### config.mk
export PLATFORM = sky130hd
export DESIGN_NAME = csd_engine
export DESIGN_NICKNAME = d
export VERILOG_FILES = /design/src/rtl/csd_pkg.sv /design/src/rtl/csd_engine.sv
export SDC_FILE = /design/constraint.sdc
export NUM_CORES = 1
export LEC_CHECK = 0
export ABC_AREA = 0
export BUFFER_PORTS_ARGS = -buffer_cell sky130_fd_sc_hd__buf_2
export CORE_UTILIZATION = 64
export CTS_BUF_LIST = sky130_fd_sc_hd__clkbuf_4
export DETAILED_ROUTE_END_ITERATION = 6
export PLACE_DENSITY = 0.89
export REMOVE_ABC_BUFFERS = 1
export SLEW_MARGIN = 20
export SYNTH_ARGS = -nofsm -noshare
export SYNTH_HDL_FRONTEND = slang
export SYNTH_SLANG_ARGS = --single-unit
### constraint.sdc
create_clock -name mclk -period 19.75 [get_ports mclk]
set_input_delay 1.975 -clock mclk [delete_from_list [all_inputs] [get_ports mclk]]
set_output_delay 1.975 -clock mclk [all_outputs]
set_load 0.01 [all_outputs]
### src/rtl/csd_pkg.sv
// shared widths, reset values and carriers of the chunked stride copy engine
package csd_pkg;
  localparam int CSD_AW = 32;
  localparam int CSD_CW = 16;
  localparam int CSD_DW = 8;
  localparam int CSD_FIFO_DEPTH = 8;
  localparam logic [CSD_CW-1:0] CSD_CNT_RST = 16'h0000;
  localparam logic [CSD_AW-1:0] CSD_ADDR_RST = 32'h0000_0000;
  localparam logic [3:0] CSD_OUT_RST = 4'h0;
  localparam int CSD_ST_BUSY_BIT = 0;
  localparam int CSD_ST_DONE_BIT = 1;
  localparam int CSD_ST_FAULT_BIT = 2;
  localparam logic [2:0] CSD_ST_RST = 3'h0;

  typedef struct packed {
    logic [CSD_CW-1:0] first_bytes;
    logic [CSD_CW-1:0] chunk_count;
    logic [CSD_CW-1:0] chunk_size;
    logic [CSD_AW-1:0] source_start_reg;
    logic [CSD_AW-1:0] source_chunk_base_reg;
    logic [CSD_AW-1:0] dest_start_reg;
    logic [CSD_AW-1:0] dest_chunk_base_reg;
    logic [CSD_AW-1:0] src_stride;
    logic [CSD_AW-1:0] dst_stride;
  } csd_cfg_s;

  typedef struct packed {
    logic write;
    logic [CSD_AW-1:0] vaddr;
    logic [CSD_DW-1:0] wdata;
  } csd_acc_s;

  typedef struct packed {
    logic fault;
    logic done;
    logic busy;
  } csd_status_s;

  typedef enum logic [0:0] {
    CSD_IDLE,
    CSD_RUN
  } csd_state_e;
endpackage

### src/rtl/csd_engine.sv
// chunked stride copy engine with its staging fifo
`timescale 1ns/1ps

module csd_fifo
  import csd_pkg::*;
#(
  parameter int WIDTH = CSD_DW,
  parameter int DEPTH = CSD_FIFO_DEPTH
)(
  input wire logic mclk,
  input wire logic sys_rst,
  input wire logic flush,
  input wire logic in_valid,
  output logic in_ready,
  input wire logic [WIDTH-1:0] in_data,
  output logic out_valid,
  input wire logic out_ready,
  output logic [WIDTH-1:0] out_data,
  output logic [$clog2(DEPTH):0] count
);
  localparam int PW = $clog2(DEPTH);
  logic [WIDTH-1:0] mem_ff [DEPTH];
  logic [PW-1:0] rd_ff, nxt_rd, wr_ff, nxt_wr;
  logic [PW:0] cnt_ff, nxt_cnt;
  logic push, pop;
  if (WIDTH < 1 || DEPTH < 2 || (1 << PW) != DEPTH)
  begin : g_bad_param
    $error("fifo width or depth unusable, depth must be a power of two");
  end

  assign in_ready = (cnt_ff != (PW+1)'(DEPTH));
  assign out_valid = (cnt_ff != '0);
  assign out_data = mem_ff[rd_ff];
  assign count = cnt_ff;
  assign push = in_valid && in_ready;
  assign pop = out_valid && out_ready;

  always_comb
  begin
    nxt_rd = rd_ff;
    nxt_wr = wr_ff;
    nxt_cnt = cnt_ff;
    if (flush)
    begin
      nxt_rd = '0;
      nxt_wr = '0;
      nxt_cnt = '0;
    end
    else
    begin
      if (push)
        nxt_wr = wr_ff + 1'b1;
      if (pop)
        nxt_rd = rd_ff + 1'b1;
      nxt_cnt = cnt_ff + (PW+1)'(push) - (PW+1)'(pop);
    end
  end

  always_ff @(posedge mclk or posedge sys_rst)
  begin
    if (sys_rst)
    begin
      rd_ff <= '0;
      wr_ff <= '0;
      cnt_ff <= '0;
    end
    else
    begin
      rd_ff <= nxt_rd;
      wr_ff <= nxt_wr;
      cnt_ff <= nxt_cnt;
    end
  end
  always_ff @(posedge mclk)
  begin
    if (push && !flush)
      mem_ff[wr_ff] <= in_data;
  end
endmodule

module csd_engine
  import csd_pkg::*;
(
  input wire logic mclk,
  input wire logic sys_rst,
  input wire csd_cfg_s cfg,
  input wire logic start_req,
  input wire logic pipe_idle,
  output csd_acc_s acc,
  output logic acc_valid,
  input wire logic xlate_fault,
  input wire logic rsp_valid,
  input wire logic [CSD_DW-1:0] rsp_data,
  output csd_status_s status,
  output logic transfer_done_irq
);
  csd_state_e st_ff, nxt_st;
  csd_status_s stat_ff, nxt_stat;
  logic irq_ff, nxt_irq;
  logic [CSD_AW-1:0] sp_ff, nxt_sp, sb_ff, nxt_sb, dp_ff, nxt_dp, db_ff, nxt_db;
  logic [CSD_CW-1:0] sl_ff, nxt_sl, sc_ff, nxt_sc, dl_ff, nxt_dl, dc_ff, nxt_dc;
  logic [3:0] out_ff, nxt_out;
  logic [$clog2(CSD_FIFO_DEPTH):0] f_cnt;
  logic f_valid, f_in_ready, src_more, dst_more, rd_go, wr_go, start, fault_hit;
  logic last_wr, flush;
  logic [CSD_DW-1:0] f_data;
  assign start = start_req && st_ff == CSD_IDLE && out_ff == CSD_OUT_RST;
  assign src_more = sc_ff != '0 && sl_ff != '0;
  assign dst_more = dc_ff != '0 && dl_ff != '0;
  // only idle pipeline cycles; stores first so the fifo drains
  assign wr_go = st_ff == CSD_RUN && pipe_idle && f_valid && dst_more;
  // reads limited by free fifo slots so returning bytes never stall
  assign rd_go = st_ff == CSD_RUN && pipe_idle && !wr_go && src_more
    && (5'(f_cnt) + 5'(out_ff)) < 5'(CSD_FIFO_DEPTH);
  assign acc_valid = rd_go || wr_go;
  // remote homes and caches are reached through the address alone
  assign acc.write = wr_go;
  assign acc.vaddr = wr_go ? dp_ff : sp_ff;
  assign acc.wdata = f_data;
  // translation refuses a granted access with a fault
  assign fault_hit = acc_valid && xlate_fault;
  assign last_wr = wr_go && !xlate_fault && dl_ff == 16'h0001 && dc_ff == 16'h0001;
  assign flush = fault_hit;
  assign status = stat_ff;
  assign transfer_done_irq = irq_ff;

  csd_fifo #(.WIDTH(CSD_DW), .DEPTH(CSD_FIFO_DEPTH)) u_fifo (
    .mclk(mclk),
    .sys_rst(sys_rst),
    .flush(flush),
    .in_valid(rsp_valid && st_ff == CSD_RUN),
    .in_ready(f_in_ready),
    .in_data(rsp_data),
    .out_valid(f_valid),
    .out_ready(wr_go && !xlate_fault),
    .out_data(f_data),
    .count(f_cnt)
  );

  // source walk
  always_comb
  begin
    nxt_sp = sp_ff;
    nxt_sb = sb_ff;
    nxt_sl = sl_ff;
    nxt_sc = sc_ff;
    if (start)
    begin
      // first chunk from start address and byte count
      nxt_sp = cfg.source_start_reg;
      nxt_sb = cfg.source_chunk_base_reg;
      nxt_sl = cfg.first_bytes;
      nxt_sc = cfg.chunk_count;
    end
    else if (fault_hit)
      nxt_sc = CSD_CNT_RST;
    else if (rd_go)
    begin
      nxt_sp = sp_ff + 32'h0000_0001;
      nxt_sl = sl_ff - 16'h0001;
      if (sl_ff == 16'h0001)
      begin
        // next chunk at base plus source stride
        nxt_sc = sc_ff - 16'h0001;
        nxt_sb = sb_ff + cfg.src_stride;
        nxt_sp = sb_ff + cfg.src_stride;
        nxt_sl = cfg.chunk_size;
      end
    end
  end

  // destination walk
  always_comb
  begin
    nxt_dp = dp_ff;
    nxt_db = db_ff;
    nxt_dl = dl_ff;
    nxt_dc = dc_ff;
    if (start)
    begin
      // first chunk from start address and byte count
      nxt_dp = cfg.dest_start_reg;
      nxt_db = cfg.dest_chunk_base_reg;
      nxt_dl = cfg.first_bytes;
      nxt_dc = cfg.chunk_count;
    end
    else if (fault_hit)
      nxt_dc = CSD_CNT_RST;
    else if (wr_go)
    begin
      nxt_dp = dp_ff + 32'h0000_0001;
      nxt_dl = dl_ff - 16'h0001;
      if (dl_ff == 16'h0001)
      begin
        // next chunk at base plus destination stride
        nxt_dc = dc_ff - 16'h0001;
        nxt_db = db_ff + cfg.dst_stride;
        nxt_dp = db_ff + cfg.dst_stride;
        nxt_dl = cfg.chunk_size;
      end
    end
  end

  // control and status
  always_comb
  begin
    nxt_st = st_ff;
    nxt_stat = stat_ff;
    nxt_irq = 1'b0;
    nxt_out = out_ff + 4'(rd_go && !xlate_fault) - 4'(rsp_valid && out_ff != '0);
    case (st_ff)
      CSD_IDLE:
      begin
        // addresses, bases and counts are taken at the request; chunk_size and strides are read from cfg live
        if (start)
        begin
          nxt_st = CSD_RUN;
          nxt_stat = '{fault: 1'b0, done: 1'b0, busy: 1'b1};
          if (cfg.chunk_count == '0 || cfg.first_bytes == '0)
          begin
            nxt_st = CSD_IDLE;
            nxt_stat = '{fault: 1'b0, done: 1'b1, busy: 1'b0};
            nxt_irq = 1'b1;
          end
        end
      end
      CSD_RUN:
      begin
        if (fault_hit)
        begin
          nxt_st = CSD_IDLE;
          nxt_stat = '{fault: 1'b1, done: 1'b0, busy: 1'b0};
        end
        // done and interrupt after the last store
        else if (last_wr)
        begin
          nxt_st = CSD_IDLE;
          nxt_stat = '{fault: 1'b0, done: 1'b1, busy: 1'b0};
          nxt_irq = 1'b1;
        end
      end
      default:
        nxt_st = CSD_IDLE;
    endcase
  end

  always_ff @(posedge mclk or posedge sys_rst)
  begin
    if (sys_rst)
    begin
      st_ff <= CSD_IDLE;
      stat_ff <= CSD_ST_RST;
      irq_ff <= 1'b0;
      out_ff <= CSD_OUT_RST;
      sp_ff <= CSD_ADDR_RST;
      sb_ff <= CSD_ADDR_RST;
      dp_ff <= CSD_ADDR_RST;
      db_ff <= CSD_ADDR_RST;
      sl_ff <= CSD_CNT_RST;
      sc_ff <= CSD_CNT_RST;
      dl_ff <= CSD_CNT_RST;
      dc_ff <= CSD_CNT_RST;
    end
    else
    begin
      st_ff <= nxt_st;
      stat_ff <= nxt_stat;
      irq_ff <= nxt_irq;
      out_ff <= nxt_out;
      sp_ff <= nxt_sp;
      sb_ff <= nxt_sb;
      dp_ff <= nxt_dp;
      db_ff <= nxt_db;
      sl_ff <= nxt_sl;
      sc_ff <= nxt_sc;
      dl_ff <= nxt_dl;
      dc_ff <= nxt_dc;
    end
  end
endmodule

=== Word level (Yosys, flattened, before mapping) ===
Memories as Yosys holds them, arrays and structs flattened.
Index checks and enable logic that the tools add are counted.

* Bits in registers: 211
* Bits in writable memories: 64
* Input port bits: 254
* Output and inout port bits: 46
* Logic and storage cells: 148
* Memories kept: 1

* $add $sub $neg: 15
* Order comparisons: 1
* Equal/unequal tests: 7
* Muxes and demuxes: 55
* Bitwise gates (word level): 1
* Reductions and logical operators: 51

{| class="wikitable"
|+ Memory list
! memory !! words !! bits a word !! rd ports !! clocked after Yosys merged registers in !! wr ports !! RTL line !! RTL
|-
| u_fifo.mem_ff || 8 || 8 || 1 || 0 || 1 || csd_engine.sv:22 || <nowiki>logic [WIDTH-1:0] mem_ff [DEPTH];</nowiki>
|}

{| class="wikitable"
|+ Operator list
! operator !! number
|-
| 32-bit two-way mux || 17
|-
| 16-bit two-way mux || 16
|-
| 32-bit by 1-bit adder with 32-bit output, second input constant || 2
|-
| 32-bit adder || 2
|-
| 16-bit nonzero test || 4
|-
| 16-bit by 1-bit subtractor with 16-bit output, second input constant || 4
|-
| 16-bit by 1-bit == test with 1-bit output, second input constant || 3
|-
| 16-bit zero test || 2
|-
| 3-bit two-way mux || 7
|-
| 1-bit logical AND || 20
|-
| 2-bit nonzero test || 6
|-
| 3-bit nonzero test || 4
|-
| 1-bit two-way mux || 10
|-
| 2-bit AND reduction || 5
|-
| 4-bit by 1-bit adder with 4-bit output || 2
|-
| 4-bit nonzero test || 2
|-
| 4-bit by 1-bit subtractor with 4-bit output || 2
|-
| 3-bit by 1-bit adder with 3-bit output, second input constant || 2
|-
| 3-bit one-hot mux with 2 select lines || 1
|-
| 3-bit AND reduction || 2
|-
| 4-bit by 4-bit adder with 5-bit output || 1
|-
| 5-bit by 4-bit less-than comparator with 1-bit output, second input constant || 1
|-
| 4-bit zero test || 1
|-
| 4-bit two-way mux || 1
|-
| 8 further kinds || 13
|}

=== Depth between registers and ports, before layout ===
* Depth after elaboration: 13
* Depth in mapped cells: 16
* Depth with buffers taken out: 14

=== Cells and area by module ===
A second synthesis with hierarchy kept.

* Cell total of the unflattened synthesis: 2161
* Area total of the unflattened synthesis: 18400.1 um2

{| class="wikitable"
|+ By module, submodules not included
! module !! instances !! cells each !! area an instance (um2) !! sequential area each (um2)
|-
| csd_engine || 1 || 1991 || 15255.9 || 5029.8
|-
| csd_fifo || 1 || 170 || 3144.3 || 2172.1
|}

=== Worst setup path after synthesis ===
No wires, ideal clock.

* Kind: in2out
* Start: input port pipe_idle
* End: output port acc[10] (netlist bit)
* Arrival: 3021 ps
* Data required time: 17775 ps
* Slack: 14754 ps
* Cell stages on the path: 5
* Buffers on the path: 1
* Cells stage by stage: nand2_1 > a221oi_2 > o31ai_4 > clkbuf_1 > mux2_2

{| class="wikitable"
|+ RTL lines
! what !! RTL line !! RTL
|-
| from (decl) || csd_engine.sv:88 || <nowiki>input wire logic pipe_idle,</nowiki>
|-
| to (decl) || csd_engine.sv:89 || <nowiki>output csd_acc_s acc,</nowiki>
|}

==> reports/results.tsv <==
stage	metric	value	unit
pwr	Int Pwr	1.69	mW
logic_synthesis	Distinct cells, synth	85	
route	first-pass iteration count of the detailed router	7	
pwr	Power Total	3.11	mW
placed_design	Place WS	14.28	ns
setup_path	Reg2Reg Depth	8	
clock_tree	Setup Fix Bufs, Post-CTS	0	
pwr	Max VDD drop	0.0895	mV
sta	period utilization	29.2	%
sta	Slew headroom	22.3	%
setup_path	Critical Path Source Type	register	
setup_path	crit path cell chain	nor4_1 > nand3b_1 > o31ai_4 > buf_4 > mux2_2 > buf_2	
setup_path	Worst R2R Setup Slack	15.01	ns
pwr	Clock Power Share	17.5	%
sta	Hold Vio Cnt, Final	0	
placed_design	dpl cells	2643	
clock_tree	total clock sinks	275	
sta	Fin Setup TNS	0	ns
setup_path	critical path class	reg -> out	
pwr	Power per Cell Area	148	nW/µm²
sta	Worst Tran Pin Value	1.17	ns
layout	nets@finish	2690	
pwr	Seq pwr share	34.8	%
layout	Synth-to-Final Area Change	15.0	%
clock_tree	CTS tree	built	
setup_path	Critical Path RT	17.77	ns
floorplanning	Die Wd	171	µm
global_routing	Tot GR Track Use	42.3	%
sta	FMAX	174	MHz
setup_path	reg2reg end	u_fifo.mem_ff[4][1]	
placed_design	DP HPWL	43.5	mm
global_routing	initial antenna violation count	7	
layout	Layout Cells excl Fill	2799	
clock_tree	clk_lat worst skew	0.75	ns
logic_synthesis	Cell Area, Synth	18200	µm²
global_routing	total gr overflow	0	
sta	Final WS setup	13.99	ns
clock_tree	CTS root buf	clkbuf_4	
logic_synthesis	Avg Cell Area, Syn	8.88	µm²
floorplanning	height of the die	171	µm
setup_path	Crit Reg-Reg Startpoint	dc_ff[8]	
clock_tree	number of buffers created by CTS	77	
sta	Final Max Tran Viols	0	
setup_path	Crit Path Max Fanout	24	
clock_tree	clk buf depth	3	
route	wire length per cell	22.0	µm
layout	fraction of layout cells with a size suffix above 1	21.8	%
sta	RSZ-0062 raised after global routing	false	
floorplanning	Initial Utilization	65.3	%
route	Initial DRC Count	2717	
setup_path	Crit. End Element	primary output	
logic_synthesis	number of synthesized flops with an enable pin	64	
status	failing checks	design-rule violations	
placed_design	Final Wtd Congestion	1.01	
clock_tree	CTS clk-pin slew, worst paths	0.06	ns
min_path	Hold Path Class	reg -> reg	
min_path	hold worst-path end	db_ff[19]	
clock_tree	post-CTS sizing	0	
sta	final setup vio count	0	
global_routing	vias in the first global route	17700	
setup_path	Buf+Inv Stages, Crit Path	2	
route	Routed WL	61.7	mm
min_path	Hold Path Stages	2	
route	DRT antenna net count	0	
global_routing	first-pass GRT wire length	94.3	mm
min_path	hold path start	db_ff[19]	
logic_synthesis	#FFs+latches synth	275	
floorplanning	core area	27900	µm²
sta	final clock skew	0.0740	ns
floorplanning	Placement Rows	61	
pwr	Comb power frac	47.6	%
logic_synthesis	ys flop type	dfrtp_1	
pwr	sw frac	45.6	%
setup_path	Top delay family on crit path	simple AND/OR/NAND/NOR gates	
route	via count	18500	
route	drt drc	3	
route	number of vias per cell	6.62	
clock_tree	hold buffers post-CTS	0	
setup_path	CP max-delay cell	o31ai_4	
placed_design	number of port buffers	299	
logic_synthesis	ys async rst share	76.7	%
pwr	switching power	1.42	mW
floorplanning	I/O pin total	300	
clock_tree	H-Tree Level Count	3	
logic_synthesis	sequential-to-total area share from yosys stat	39.5	%
sta	fin crit period	5.76	ns
setup_path	CP arrival	3.79	ns
logic_synthesis	Gate Count Post-Synth	2054	
floorplanning	die area	29200	µm²
setup_path	CP peak stage delay	0.68	ns
run	max cap viols	0	
status	outcome	finished with violations	
logic_synthesis	Synthesis Warnings	0	
pwr	leakage power	9.24	nW
global_routing	largest net degree at the start of global routing	144	
[state kept, by name, summed over array words and instances, names as in the netlist]
| signal | cells |
|---|---|
| dl_ff | 16 |
| sp_ff | 32 |
| sc_ff | 16 |
| u_fifo.count | 4 |
| u_fifo.wr_ff | 3 |
| u_fifo.rd_ff | 3 |
| st_ff | 1 |
| db_ff | 32 |
| dc_ff | 16 |
| transfer_done_irq | 1 |
| u_fifo.mem_ff | 64 |
| sl_ff | 16 |
| out_ff | 4 |
| status | 3 |
| sb_ff | 32 |
| dp_ff | 32 |
[synthesized netlist by cell type (16+ instances only)]
cell type | n | area share (%)
nor2_1 | 196 | 4.0
o21ai_1 | 28 | 0.77
xnor2_1 | 79 | 3.8
clkbuf_1 | 78 | 1.6
a211oi_1 | 28 | 1.2
a21oi_1 | 187 | 5.1
o211ai_1 | 16 | 0.66
o21ai_0 | 160 | 4.4
mux2_2 | 37 | 2.3
nand3_1 | 72 | 2.0
a31oi_1 | 29 | 1.0
a21o_1 | 36 | 1.5
and3_1 | 27 | 0.93
nand4_1 | 22 | 0.75
a221o_1 | 23 | 1.3
ha_1 | 87 | 6.0
mux4_2 | 16 | 2.0
nand2_1 | 249 | 5.1
nor4_1 | 24 | 0.82
buf_2 | 17 | 0.47
nor3_1 | 41 | 1.1
dfrtp_1 | 211 | 29
xor2_1 | 57 | 2.7
edfxtp_1 | 64 | 11
inv_1 | 46 | 0.95
[layout by cell type, fill, tap and decap left out, types with 24 or more instances in the layout]
master and n:
buf_2 299, nand2_1 249, dfrtp_1 210, nor2_1 193
a21oi_1 187, o21ai_0 160, clkbuf_4 105, ha_1 87
xnor2_1 79, nand3_1 71, edfxtp_1 64, xor2_1 57
inv_1 45, nor3_1 41, mux2_2 37, a21o_1 36
a31oi_1 29, clkinv_1 29, a211oi_1 28, o21ai_1 28
and3_1 27, nor4_1 24
[per-layer routing]
layer	up-vias	global-route usage (%)	wire (µm)
li1	8169	-	-
met1	8668	52.0	22500
met2	1386	65.8	27700
met3	290	13.0	7980
met4	4	25.0	3400
met5	-	0	29
[logic make-up (layout without fill, tap and decap cells)]
logic type,count (synthesis),after routing,share of synthesized area (%)
compound gates,611,611,20.8
other cells,0,11,0
simple gates,726,726,18.7
flops,275,275,39.5
xor+xnor,136,136,6.53
buf+inv,155,511,3.41
mux,60,60,4.65
fa+ha+maj,91,91,6.41
[worst min-delay path, cell delays in order, from the launching register on]
cell and delay (ns):
dfrtp_1 0.35, nand3_1 0.07, nand3_1 0.08
[power by group through the flow]
stage | Combinational [mW] | Clock [mW] | Sequential (mW)
after CTS | 1.45 | 0.544 | 1.06
final | 1.48 | 0.545 | 1.08
after floorplan | 1.09 | 0 | 0.961
after detailed placement | 1.43 | 0 | 1.07
after global placement | 1.37 | 0 | 1.06
after global routing | 1.62 | 0.575 | 1.10
[area by class of cell]
cell class | count | area, µm²
fill | 2048 | 6960
timing repair buffer | 319 | 1660
tap | 378 | 473
clock inverter | 39 | 203
antenna | 11 | 27.5
inverter | 48 | 193
multi-input combinational | 1624 | 10400
clock buffer | 105 | 788
sequential | 275 | 7200
[stage by stage]
| stage | utilization, % | instance area [µm²] | hold slack, ns |
|---|---|---|---|
| 2_1_floorplan | - | 17800 | 0.485 |
| 3_3_place_gp | 71.3 | 19900 | 0.499 |
| 3_5_place_dp | 71.3 | 19900 | 0.503 |
| 4_1_cts | 74.9 | 20900 | 0.525 |
| 5_1_grt | 75.0 | 21000 | 0.558 |
| 6_report | 75.1 | 21000 | 0.526 |
[worst max-delay path by stage]
| stage | start | to | depth (start not counted) |
|---|---|---|---|
| 2_1_floorplan | start_req | sp_ff[31] | 6 |
| 5_1_grt | dc_ff[8] | acc[38] | 8 |
| 4_1_cts | dc_ff[4] | acc[31] | 7 |
| 3_3_place_gp | pipe_idle | acc[38] | 9 |
| 3_5_place_dp | pipe_idle | acc[38] | 9 |
| 6_report | dc_ff[8] | acc[31] | 6 |
Note: power is estimated with default switching activity, not from simulation.
